File: src/srxc_pkg.sv
package srxc_pkg;

  // ****************************************************************
  // Register map (byte addresses)
  // ****************************************************************
  localparam logic [4:0] OFS_RX_STAT_CTL = 5'h00;
  localparam logic [4:0] OFS_RX_DATA = 5'h04;
  localparam logic [4:0] OFS_MODE = 5'h08;
  localparam logic [4:0] OFS_IRQ_STAT = 5'h0C;
  localparam logic [4:0] OFS_IRQ_MASK = 5'h10;

  // ****************************************************************
  // Receive status and control fields
  // ****************************************************************
  localparam int BIT_SERIAL_PORT_ENABLE = 7;
  localparam int BIT_RX9 = 6;
  localparam int BIT_SINGLE_RECEIVE_ENABLE = 5;
  localparam int BIT_CONTINUOUS_RECEIVE_ENABLE = 4;
  localparam int BIT_ADDRESS_DETECT_ENABLE = 3;
  localparam int BIT_FRAMING_ERROR_FLAG = 2;
  localparam int BIT_OVERRUN_ERROR_FLAG = 1;
  localparam int BIT_RECEIVED_NINTH_BIT = 0;

  // Mode register fields
  localparam int BIT_SYNC = 0;
  localparam int BIT_MASTER = 1;
  localparam int DIV_LSB = 8;
  localparam logic [7:0] DIV_RESET = 8'h00;

  // Interrupt status fields
  localparam int IRQ_W = 3;
  localparam int IRQ_RXLOAD = 0;
  localparam int IRQ_OVERRUN = 1;
  localparam int IRQ_FRAMING = 2;

  // ****************************************************************
  // Timing
  // ****************************************************************
  localparam logic [3:0] OVS_LAST = 4'hF;
  localparam logic [3:0] OVS_MID = 4'h7;
  localparam logic [3:0] BITS_8 = 4'h8;
  localparam logic [3:0] BITS_9 = 4'h9;

  typedef enum logic [1:0]
  {
    SRXC_IDLE = 2'b00,
    SRXC_START = 2'b01,
    SRXC_DATA = 2'b11,
    SRXC_STOP = 2'b10
  } srxc_state_t;

endpackage

File: src/srxc_div.sv
`timescale 1ns/10ps
`default_nettype none
module srxc_div
  import srxc_pkg::*;
(
  // Clock and reset
  input wire logic pclk,
  input wire logic presetn,
  // Control
  input wire logic run,
  input wire logic [7:0] divisor,
  // One-cycle rate enable
  output logic tick
);

  typedef struct packed
  {
    logic [7:0] cnt;
    logic tick;
  } srxc_div_st_t;

  srxc_div_st_t cur_ff;
  srxc_div_st_t nxt_cur;

  // Tick every divisor+1 cycles while running
  always_comb
  begin
    nxt_cur = cur_ff;
    nxt_cur.tick = 1'b0;
    if (!run)
      nxt_cur.cnt = 8'h00;
    else if (cur_ff.cnt >= divisor)
    begin
      nxt_cur.cnt = 8'h00;
      nxt_cur.tick = 1'b1;
    end
    else
      nxt_cur.cnt = cur_ff.cnt + 8'h01;
  end

  always_ff @(posedge pclk or negedge presetn)
  begin
    if (!presetn)
      cur_ff <= '0;
    else
      cur_ff <= nxt_cur;
  end

  assign tick = cur_ff.tick;

endmodule // srxc_div
`default_nettype wire

File: src/srxc_sync.sv
`timescale 1ns/10ps
`default_nettype none
module srxc_sync
  import srxc_pkg::*;
#(
  parameter int W = 2
)
(
  // Clock and reset
  input wire logic pclk,
  input wire logic presetn,
  // Levels
  input wire logic [W-1:0] async_in,
  output logic [W-1:0] sync_out
);

  typedef struct packed
  {
    logic [W-1:0] meta;
    logic [W-1:0] stable;
  } srxc_sync_st_t;

  srxc_sync_st_t cur_ff;
  srxc_sync_st_t nxt_cur;

  always_comb
  begin
    nxt_cur.meta = async_in;
    nxt_cur.stable = cur_ff.meta;
  end

  always_ff @(posedge pclk or negedge presetn)
  begin
    if (!presetn)
      cur_ff <= '0;
    else
      cur_ff <= nxt_cur;
  end

  assign sync_out = cur_ff.stable;

endmodule // srxc_sync
`default_nettype wire

File: src/srxc_top.sv
// The address map and the APB interface to the registers are this design's own decisions.
`timescale 1ns/10ps
`default_nettype none
// What this block does
// - Port enable hands both pins to port
// - Port disabled holds receive logic in reset
// - Select bit picks nine or eight bits
// - Sync master single receive, self-clearing
// - Async continuous enable switches receiver
// - Sync continuous receive until bit cleared
// - Continuous overrides single in sync mode
// - Address detect loads only ninth-bit-one frames (async nine-bit mode only)
// - No address detect accepts every frame
module srxc_top
  import srxc_pkg::*;
(
  // APB slave
  input wire logic pclk,
  input wire logic presetn,
  input wire logic psel,
  input wire logic penable,
  input wire logic pwrite,
  input wire logic [4:0] paddr,
  input wire logic [31:0] pwdata,
  output logic [31:0] prdata,
  output logic pready,
  output logic pslverr,
  // Serial pins
  input wire logic rx_data_pin_in,
  input wire logic tx_clk_pin_in,
  output logic tx_clk_pin_out,
  output logic tx_clk_pin_oe,
  output logic pins_to_port,
  // Interrupt
  output logic rx_irq
);

  // ****************************************************************
  // State
  // ****************************************************************
  typedef struct packed
  {
    logic serial_port_enable;
    logic rx9;
    logic single_receive_enable;
    logic continuous_receive_enable;
    logic address_detect_enable;
    logic framing_error_flag;
    logic overrun_error_flag;
    logic received_ninth_bit;
    logic sync_mode;
    logic master;
    logic [7:0] divisor;
    logic [7:0] data;
    logic full;
    logic [IRQ_W-1:0] irq_st;
    logic [IRQ_W-1:0] irq_mask;
    srxc_state_t state;
    logic [3:0] ovs;
    logic [3:0] bitn;
    logic [8:0] shift;
    logic sclk_prev;
    logic sclk_out;
    logic irq;
    logic pready;
    logic pslverr;
    logic [31:0] prdata;
    logic clk_oe;
    logic pin_own;
  } srxc_st_t;

  srxc_st_t cur_ff;
  srxc_st_t nxt_cur;

  logic [1:0] pins_sync;
  logic rx_s;
  logic sclk_s;
  logic tick;
  logic div_run;

  function automatic logic [3:0] frame_bits(input logic nine);
    frame_bits = nine ? BITS_9 : BITS_8;
  endfunction

  // ****************************************************************
  // Pin synchronisers and rate divider
  // ****************************************************************
  srxc_sync #(.W(2)) u_sync
  (
    .pclk(pclk),
    .presetn(presetn),
    .async_in({tx_clk_pin_in, rx_data_pin_in}),
    .sync_out(pins_sync)
  );

  assign rx_s = pins_sync[0];
  assign sclk_s = pins_sync[1];
  assign div_run = cur_ff.serial_port_enable && (cur_ff.state != SRXC_IDLE || !cur_ff.sync_mode);

  srxc_div u_div
  (
    .pclk(pclk),
    .presetn(presetn),
    .run(div_run),
    .divisor(cur_ff.divisor),
    .tick(tick)
  );

  // ****************************************************************
  // Next state
  // ****************************************************************
  always_comb
  begin
    logic acc;
    logic wr;
    logic done;
    logic stop_bit;
    logic [8:0] word;
    logic sample;
    logic rx_on;
    logic [IRQ_W-1:0] ev;
    logic [3:0] last_bit;
    acc = 1'b0;
    wr = 1'b0;
    done = 1'b0;
    stop_bit = 1'b1;
    word = 9'h000;
    sample = 1'b0;
    rx_on = 1'b0;
    ev = '0;
    last_bit = 4'h0;
    nxt_cur = cur_ff;
    nxt_cur.pready = 1'b0;
    nxt_cur.pslverr = 1'b0;
    nxt_cur.sclk_prev = sclk_s;
    last_bit = frame_bits(cur_ff.rx9) - 4'h1;

    // Receiver enable by mode
    if (!cur_ff.sync_mode)
      rx_on = cur_ff.continuous_receive_enable && !cur_ff.overrun_error_flag;
    else if (cur_ff.master)
      rx_on = (cur_ff.continuous_receive_enable || cur_ff.single_receive_enable) && !cur_ff.overrun_error_flag;
    else
      rx_on = cur_ff.continuous_receive_enable && !cur_ff.overrun_error_flag;

    // Sync sample point: master rising edge made here, slave edge seen
    if (cur_ff.master)
      sample = tick && !cur_ff.sclk_out;
    else
      sample = sclk_s && !cur_ff.sclk_prev;

    // ****************************************************************
    // Receive sequencer
    // ****************************************************************
    if (!rx_on)
    begin
      nxt_cur.state = SRXC_IDLE;
      nxt_cur.sclk_out = 1'b0;
    end
    else if (!cur_ff.sync_mode)
    begin
      unique case (cur_ff.state)
        SRXC_IDLE:
        begin
          nxt_cur.ovs = 4'h0;
          if (!rx_s)
            nxt_cur.state = SRXC_START;
        end
        SRXC_START:
        begin
          if (tick)
          begin
            nxt_cur.ovs = cur_ff.ovs + 4'h1;
            if (cur_ff.ovs == OVS_MID)
            begin
              nxt_cur.ovs = 4'h0;
              nxt_cur.bitn = 4'h0;
              nxt_cur.state = rx_s ? SRXC_IDLE : SRXC_DATA;
            end
          end
        end
        SRXC_DATA:
        begin
          if (tick)
          begin
            nxt_cur.ovs = cur_ff.ovs + 4'h1;
            if (cur_ff.ovs == OVS_LAST)
            begin
              nxt_cur.shift = {rx_s, cur_ff.shift[8:1]};
              nxt_cur.bitn = cur_ff.bitn + 4'h1;
              if (cur_ff.bitn == last_bit)
                nxt_cur.state = SRXC_STOP;
            end
          end
        end
        SRXC_STOP:
        begin
          if (tick)
          begin
            nxt_cur.ovs = cur_ff.ovs + 4'h1;
            if (cur_ff.ovs == OVS_LAST)
            begin
              done = 1'b1;
              stop_bit = rx_s;
              nxt_cur.state = SRXC_IDLE;
            end
          end
        end
      endcase
    end
    else
    begin
      if (cur_ff.state == SRXC_IDLE)
      begin
        nxt_cur.state = SRXC_DATA;
        nxt_cur.bitn = 4'h0;
        nxt_cur.sclk_out = 1'b0;
      end
      else
      begin
        if (cur_ff.master && tick)
          nxt_cur.sclk_out = !cur_ff.sclk_out;
        if (sample)
        begin
          nxt_cur.shift = {rx_s, cur_ff.shift[8:1]};
          nxt_cur.bitn = cur_ff.bitn + 4'h1;
          if (cur_ff.bitn == last_bit)
          begin
            done = 1'b1;
            nxt_cur.bitn = 4'h0;
            if (!cur_ff.continuous_receive_enable)
            begin
              nxt_cur.single_receive_enable = 1'b0;
              nxt_cur.state = SRXC_IDLE;
            end
            // Continuous wins; single request left alone
          end
        end
      end
    end

    // Assemble received word, LSB first
    word = cur_ff.rx9 ? nxt_cur.shift : {1'b0, nxt_cur.shift[8:1]};

    // ****************************************************************
    // Frame completion
    // ****************************************************************
    if (done)
    begin
      if (cur_ff.full)
      begin
        nxt_cur.overrun_error_flag = 1'b1;
        ev[IRQ_OVERRUN] = 1'b1;
      end
      else if (!cur_ff.sync_mode && cur_ff.rx9 && cur_ff.address_detect_enable && !word[8])
        nxt_cur.full = 1'b0;
      else
      begin
        nxt_cur.data = word[7:0];
        nxt_cur.received_ninth_bit = word[8];
        nxt_cur.framing_error_flag = !stop_bit;
        nxt_cur.full = 1'b1;
        ev[IRQ_RXLOAD] = 1'b1;
        ev[IRQ_FRAMING] = !stop_bit;
      end
    end

    // ****************************************************************
    // APB access
    // ****************************************************************
    acc = psel && penable;
    wr = acc && pwrite && cur_ff.pready;
    if (acc && !cur_ff.pready)
    begin
      nxt_cur.pready = 1'b1;
      nxt_cur.prdata = 32'h0000_0000;
      unique case (paddr)
        OFS_RX_STAT_CTL:
          nxt_cur.prdata[7:0] = {cur_ff.serial_port_enable, cur_ff.rx9, cur_ff.single_receive_enable, cur_ff.continuous_receive_enable,
                                 cur_ff.address_detect_enable, cur_ff.framing_error_flag, cur_ff.overrun_error_flag, cur_ff.received_ninth_bit};
        OFS_RX_DATA:
        begin
          nxt_cur.prdata[7:0] = cur_ff.data;
          if (!pwrite)
            nxt_cur.full = 1'b0;
        end
        OFS_MODE:
        begin
          nxt_cur.prdata[BIT_SYNC] = cur_ff.sync_mode;
          nxt_cur.prdata[BIT_MASTER] = cur_ff.master;
          nxt_cur.prdata[DIV_LSB+7:DIV_LSB] = cur_ff.divisor;
        end
        OFS_IRQ_STAT:
          nxt_cur.prdata[IRQ_W-1:0] = cur_ff.irq_st;
        OFS_IRQ_MASK:
          nxt_cur.prdata[IRQ_W-1:0] = cur_ff.irq_mask;
        default:
          nxt_cur.pslverr = 1'b1;
      endcase
    end

    if (wr)
    begin
      unique case (paddr)
        OFS_RX_STAT_CTL:
        begin
          // Status fields ignore writes; overrun clears when continuous enable is written 0
          nxt_cur.serial_port_enable = pwdata[BIT_SERIAL_PORT_ENABLE];
          nxt_cur.rx9 = pwdata[BIT_RX9];
          nxt_cur.single_receive_enable = pwdata[BIT_SINGLE_RECEIVE_ENABLE];
          nxt_cur.continuous_receive_enable = pwdata[BIT_CONTINUOUS_RECEIVE_ENABLE];
          nxt_cur.address_detect_enable = pwdata[BIT_ADDRESS_DETECT_ENABLE];
          if (!pwdata[BIT_CONTINUOUS_RECEIVE_ENABLE])
            nxt_cur.overrun_error_flag = 1'b0;
        end
        OFS_MODE:
        begin
          nxt_cur.sync_mode = pwdata[BIT_SYNC];
          nxt_cur.master = pwdata[BIT_MASTER];
          nxt_cur.divisor = pwdata[DIV_LSB+7:DIV_LSB];
        end
        OFS_IRQ_STAT:
          nxt_cur.irq_st = cur_ff.irq_st & ~pwdata[IRQ_W-1:0];
        OFS_IRQ_MASK:
          nxt_cur.irq_mask = pwdata[IRQ_W-1:0];
        default:
          nxt_cur.irq_mask = nxt_cur.irq_mask;
      endcase
    end

    // Events beat a same-cycle clear
    nxt_cur.irq_st = nxt_cur.irq_st | ev;

    // ****************************************************************
    // Port disable holds receive side in reset
    // ****************************************************************
    if (!nxt_cur.serial_port_enable)
    begin
      nxt_cur.state = SRXC_IDLE;
      nxt_cur.ovs = 4'h0;
      nxt_cur.bitn = 4'h0;
      nxt_cur.shift = 9'h000;
      nxt_cur.sclk_out = 1'b0;
      nxt_cur.full = 1'b0;
      nxt_cur.framing_error_flag = 1'b0;
      nxt_cur.overrun_error_flag = 1'b0;
      nxt_cur.single_receive_enable = 1'b0;
    end

    nxt_cur.pin_own = nxt_cur.serial_port_enable;
    nxt_cur.clk_oe = nxt_cur.serial_port_enable && nxt_cur.sync_mode && nxt_cur.master;
    nxt_cur.irq = |(nxt_cur.irq_st & nxt_cur.irq_mask);
  end

  // ****************************************************************
  // Registers
  // ****************************************************************
  always_ff @(posedge pclk or negedge presetn)
  begin
    if (!presetn)
    begin
      cur_ff <= '0;
      cur_ff.divisor <= DIV_RESET;
      cur_ff.state <= SRXC_IDLE;
    end
    else
      cur_ff <= nxt_cur;
  end

  // ****************************************************************
  // Outputs
  // ****************************************************************
  assign prdata = cur_ff.prdata;
  assign pready = cur_ff.pready;
  assign pslverr = cur_ff.pslverr;
  assign tx_clk_pin_out = cur_ff.sclk_out;
  assign tx_clk_pin_oe = cur_ff.clk_oe;
  assign pins_to_port = cur_ff.pin_own;
  assign rx_irq = cur_ff.irq;

endmodule // srxc_top
`default_nettype wire

File: config.mk
export PLATFORM = sky130hd
export DESIGN_NAME = srxc_top
export DESIGN_NICKNAME = d
export VERILOG_FILES = /design/src/srxc_pkg.sv /design/src/srxc_div.sv /design/src/srxc_sync.sv /design/src/srxc_top.sv
export SDC_FILE = /design/constraint.sdc
export NUM_CORES = 1
export LEC_CHECK = 0
export BUFFER_PORTS_ARGS = -buffer_cell sky130_fd_sc_hd__buf_2
export CAP_MARGIN = 20
export CORE_MARGIN = 2
export CORE_UTILIZATION = 35
export DETAILED_ROUTE_END_ITERATION = 12
export GPL_TIMING_DRIVEN = 0
export SLEW_MARGIN = 20
export SYNTH_ARGS = -nofsm -noshare
export SYNTH_HDL_FRONTEND = slang
export SYNTH_SLANG_ARGS = --single-unit
export TNS_END_PERCENT = 20
File: constraint.sdc
create_clock -name pclk -period 2.3 [get_ports pclk]
set_clock_uncertainty 0.05 [all_clocks]
set_input_delay 0 -clock pclk [delete_from_list [all_inputs] [get_ports pclk]]
set_output_delay 0 -clock pclk [all_outputs]
set_load 0.01 [all_outputs]
==> results by stage <==
Floorplanning:
- The floorplan step set the die height to 122 um.
- The die is 122 um wide.
- The placeable core area is 13800 um2.
- The placement row count is 43.
- The floorplan step defined a die boundary enclosing 15000 um2.
- The number of top-level design ports is 82.
- For this configuration, the core starts out at a cell density of 0.357.

STA:
- Timing would allow up to 0.420 GHz.
- For the pin with the worst max-slew slack, the measured transition is 0.700 ns.
- Setup slack on the critical path of the routed design comes to -0.0799 ns.
- The worst slew slack as a fraction of its limit is 0.533.
- In the finished design, the share of the clock period the worst path needs comes to 1.03.
- The number of max-slew violations in the final report is 0.
- Setup violations remaining at the end of the flow were counted as 7.
- The number of hold violations in the final report is 0.
- Setup repair after global routing could not meet its margin everywhere.
- The final critical-path required period is 2.38 ns.

Logic synthesis:
- Yosys attributes the largest share of cell area to sky130_fd_sc_hd__dfrtp_1 44%, sky130_fd_sc_hd__buf_4 4.9%, sky130_fd_sc_hd__nand2_1 4.4%.
- The number of storage elements in the synthesis netlist is 87.
- The library cell with the highest instance count after synthesis is sky130_fd_sc_hd__dfrtp_1.
- The fraction of synthesis flops using an asynchronous set or reset pin is 1.00.
- Of the synthesized area, sequential elements account for 0.443.
- During synthesis, Yosys emitted a total of 0 warnings.
- Synthesis instantiated 66 different standard cells from the library.
- The fraction of synthesized cell area taken by the top area cell type is 0.443.
- The synthesized design contains 0 enable-type register cells.
- The number of instances in the synthesized netlist is 521.
- After synthesis the cells add up to 4910 um2.
- After synthesis, the most frequently instantiated cells are 87 x sky130_fd_sc_hd__dfrtp_1, 57 x sky130_fd_sc_hd__nand2_1, 32 x sky130_fd_sc_hd__buf_4.
- A synthesized cell averages 9.43 um2.
- The most common flop cell mapped by yosys is sky130_fd_sc_hd__dfrtp_1.
- The biggest area contributor in the post-synthesis netlist is sky130_fd_sc_hd__dfrtp_1.

Drt:
- The final wirelength is 12.4 mm.
- The number of DRC violations after detailed routing is 0.
- The mean number of vias per cell is 5.20.
- The average detailed-routed wire length per instance is 15.3 um.
- The via count is 4193.
- After the first detailed-routing iteration, the DRC count stood at 372.
- The count of nets left with antenna violations once routing finished came out at 0.
- Before antenna repair, the detailed router went through 5 iterations.

Placed design:
- The count of port buffers added during placement is 47.
- After legalization and detailed placement, the total HPWL measured 8.84 mm.
- The congestion estimate from routability-driven global placement came to 0.828.
- The placed cell count is 764.

Critical path:
- The worst setup path endpoint is cur_ff[71]$_DFFE_PN0P_.
- The number of cell instances on the worst register-to-register path is 6.
- The reg2reg setup slack is -0.08 ns.
- The worst setup path startpoint is cur_ff[50]$_DFFE_PN0P_.
- The critical path arrival is 2.59 ns.
- The worst endpoint required time is 2.51 ns.
- The worst register-to-register path ends at cur_ff[71]$_DFFE_PN0P_.
- The worst-path maximum fanout is 5.
- The launching point of the worst reg2reg path is cur_ff[50]$_DFFE_PN0P_.
- The critical path startpoint category is a flip-flop.
- STA classifies the critical path endpoint as a flip-flop.
- The critical path is of the flip-flop to flip-flop type.

Power:
- The power per unit of standard cell area is 531 nW/um2.
- The static leakage is 2.91 nW.
- The worst-case IR drop observed on VDD is 332 uV.
- The final total power is 3.31 mW.

Finish:
- After the flow finishes, the layout carries non-filler instances totaling 807.
- In the final layout, the share of cells above drive strength 1 is 0.265.
- The net count of the finished layout is 677.
- 0 antenna diodes ended up in the layout.
- Compared with the post-synthesis result, the final layout area differs by 27.2%.
- The core utilization of the finished layout is 0.454.

Clocking:
- After clock tree synthesis, the clock-pin slew on the worst setup and hold paths is 0.07 ns.
- The clock tree from TritonCTS is done.
- The H-tree generated during clock tree synthesis spans 3 levels.
- The maximum clock path buffer count is 2.
- The clock network latency to the later pin of the worst-skew pair is 0.35 ns.
- TritonCTS created 9 clock buffers.
- For this design, the sink count on the clock tree is 87.
- The cell at the root of the clock tree is sky130_fd_sc_hd__clkbuf_16.

Run status:
- The checks that failed: negative setup slack.
- The run finished, with violations left.

GRT:
- The maximum number of pins on one net before global-route repair is 52.
- The first global-routing pass estimated 19.9 mm of wire.
- For this run, the total global-route usage over all layers was measured as 0.169.
- The number of global-route vias before repair is 4039.
- After global routing the overflow that remains totals 0.
- The initial antenna violation count came to 0.

Worst hold path:
- The path class of the tightest hold or removal check is primary input to flip-flop.

Job:
- Max-cap violations in this run came to 0.
## critical path, stage by stage, from the launching register on
cell and delay (ns):
sky130_fd_sc_hd__dfrtp_1 0.42, sky130_fd_sc_hd__or3_4 0.40, sky130_fd_sc_hd__o22a_1 0.25, sky130_fd_sc_hd__o32a_4 0.23, sky130_fd_sc_hd__or4b_4 0.53, sky130_fd_sc_hd__buf_8 0.17
sky130_fd_sc_hd__o31ai_2 0.24
## worst min-delay path by stage
stage                  startpoint                         end  cells after the start
global route            pwdata[7]        cur_ff[88]$_DFF_PN0_                      3
detailed placement        presetn        cur_ff[44]$_DFF_PN0_                      1
global placement    tx_clk_pin_in  u_sync.cur_ff[3]$_DFF_PN0_                      1
floorplan                 presetn        cur_ff[38]$_DFF_PN0_                      0
finish                  pwdata[7]      cur_ff[52]$_DFFE_PN0P_                      3
CTS                     pwdata[0]        cur_ff[82]$_DFF_PN0_                      3
## metrics by stage
step / hold slack (ns) / worst slack, ns / setup TNS [ns] / area (um2)
6_report: 0.0170 / -0.0799 / -0.293 / 6250
5_1_grt: 0.0181 / -0.139 / -0.859 / 6250
4_1_cts: 0.00550 / -0.0644 / -0.371 / 6070
3_5_place_dp: -0.0418 / -0.399 / -8.97 / 5460
3_3_place_gp: 0.0622 / -0.404 / -8.64 / 5430
2_1_floorplan: -0.346 / 0.0707 / 0 / 4970
## layout make-up
type                       instances  area, um2
fill                            1311       7530
multi-input combinational        358       2490
sequential                        87       2180
timing repair buffer              75        531
buffer                            61        404
clock buffer                       9        225
tap                              180        225
inverter                          30        113
clock inverter                     7       78.8
## metal layers
| layer | routed length, um | vias up | GRT usage |
|---|---|---|---|
| met4 | 191 | 0 | 0.0690 |
| met1 | 5710 | 2031 | 0.229 |
| met5 | 0 | - | 0 |
| met3 | 410 | 15 | 0.0265 |
| li1 | - | 2047 | - |
| met2 | 6040 | 100 | 0.269 |
## cells by family (layout without fill, tap and decap cells)
logic type	count (synthesis)	after routing	synth area share
compound gates	131	131	0.178
xor+xnor	7	7	0.0125
fa+ha+maj	11	11	0.0280
buf+inv	91	182	0.102
flops	87	87	0.443
mux	25	25	0.0543
other cells	1	16	0.000764
simple gates	168	168	0.181
## cells in the final DEF, fill, tap and decap left out, drive strengths merged, types with 21 or more instances in the layout
| cell | count |
|---|---|
| nor2 | 25 |
| nand3 | 21 |
| buf | 101 |
| inv | 32 |
| a211oi | 22 |
| dfrtp | 87 |
| a21oi | 21 |
| o31ai | 21 |
| nand2 | 57 |
| o21ai | 29 |
| clkbuf | 26 |
## state kept, by name (all words and copies together) (netlist names)
register         flops
tx_clk_pin_oe        1
cur_ff              52
prdata              16
u_sync.cur_ff        2
u_sync.sync_out      2
pslverr              1
pready               1
rx_irq               1
u_div.tick           1
pins_to_port         1
tx_clk_pin_out       1
u_div.cur_ff         8
## timing repair
action | CTS | global route
hold buffers | 18 | 0
buffers inserted | 5 | 3
setup endpoints to repair | 28 | 33
cloned | 0 | 1
gates resized for setup | 20 | 38
pin swaps | 3 | 6
endpoints found under the hold margin | 56 | 0
## power by group
group          total (mW)  internal [mW]  leakage (nW)  switching (mW)
combinational       0.252          0.108          1.62           0.144
sequential           1.57           1.55          1.14          0.0180
clock                1.49          0.855         0.144           0.637
No activity file was read; power rests on OpenSTA's default activity.
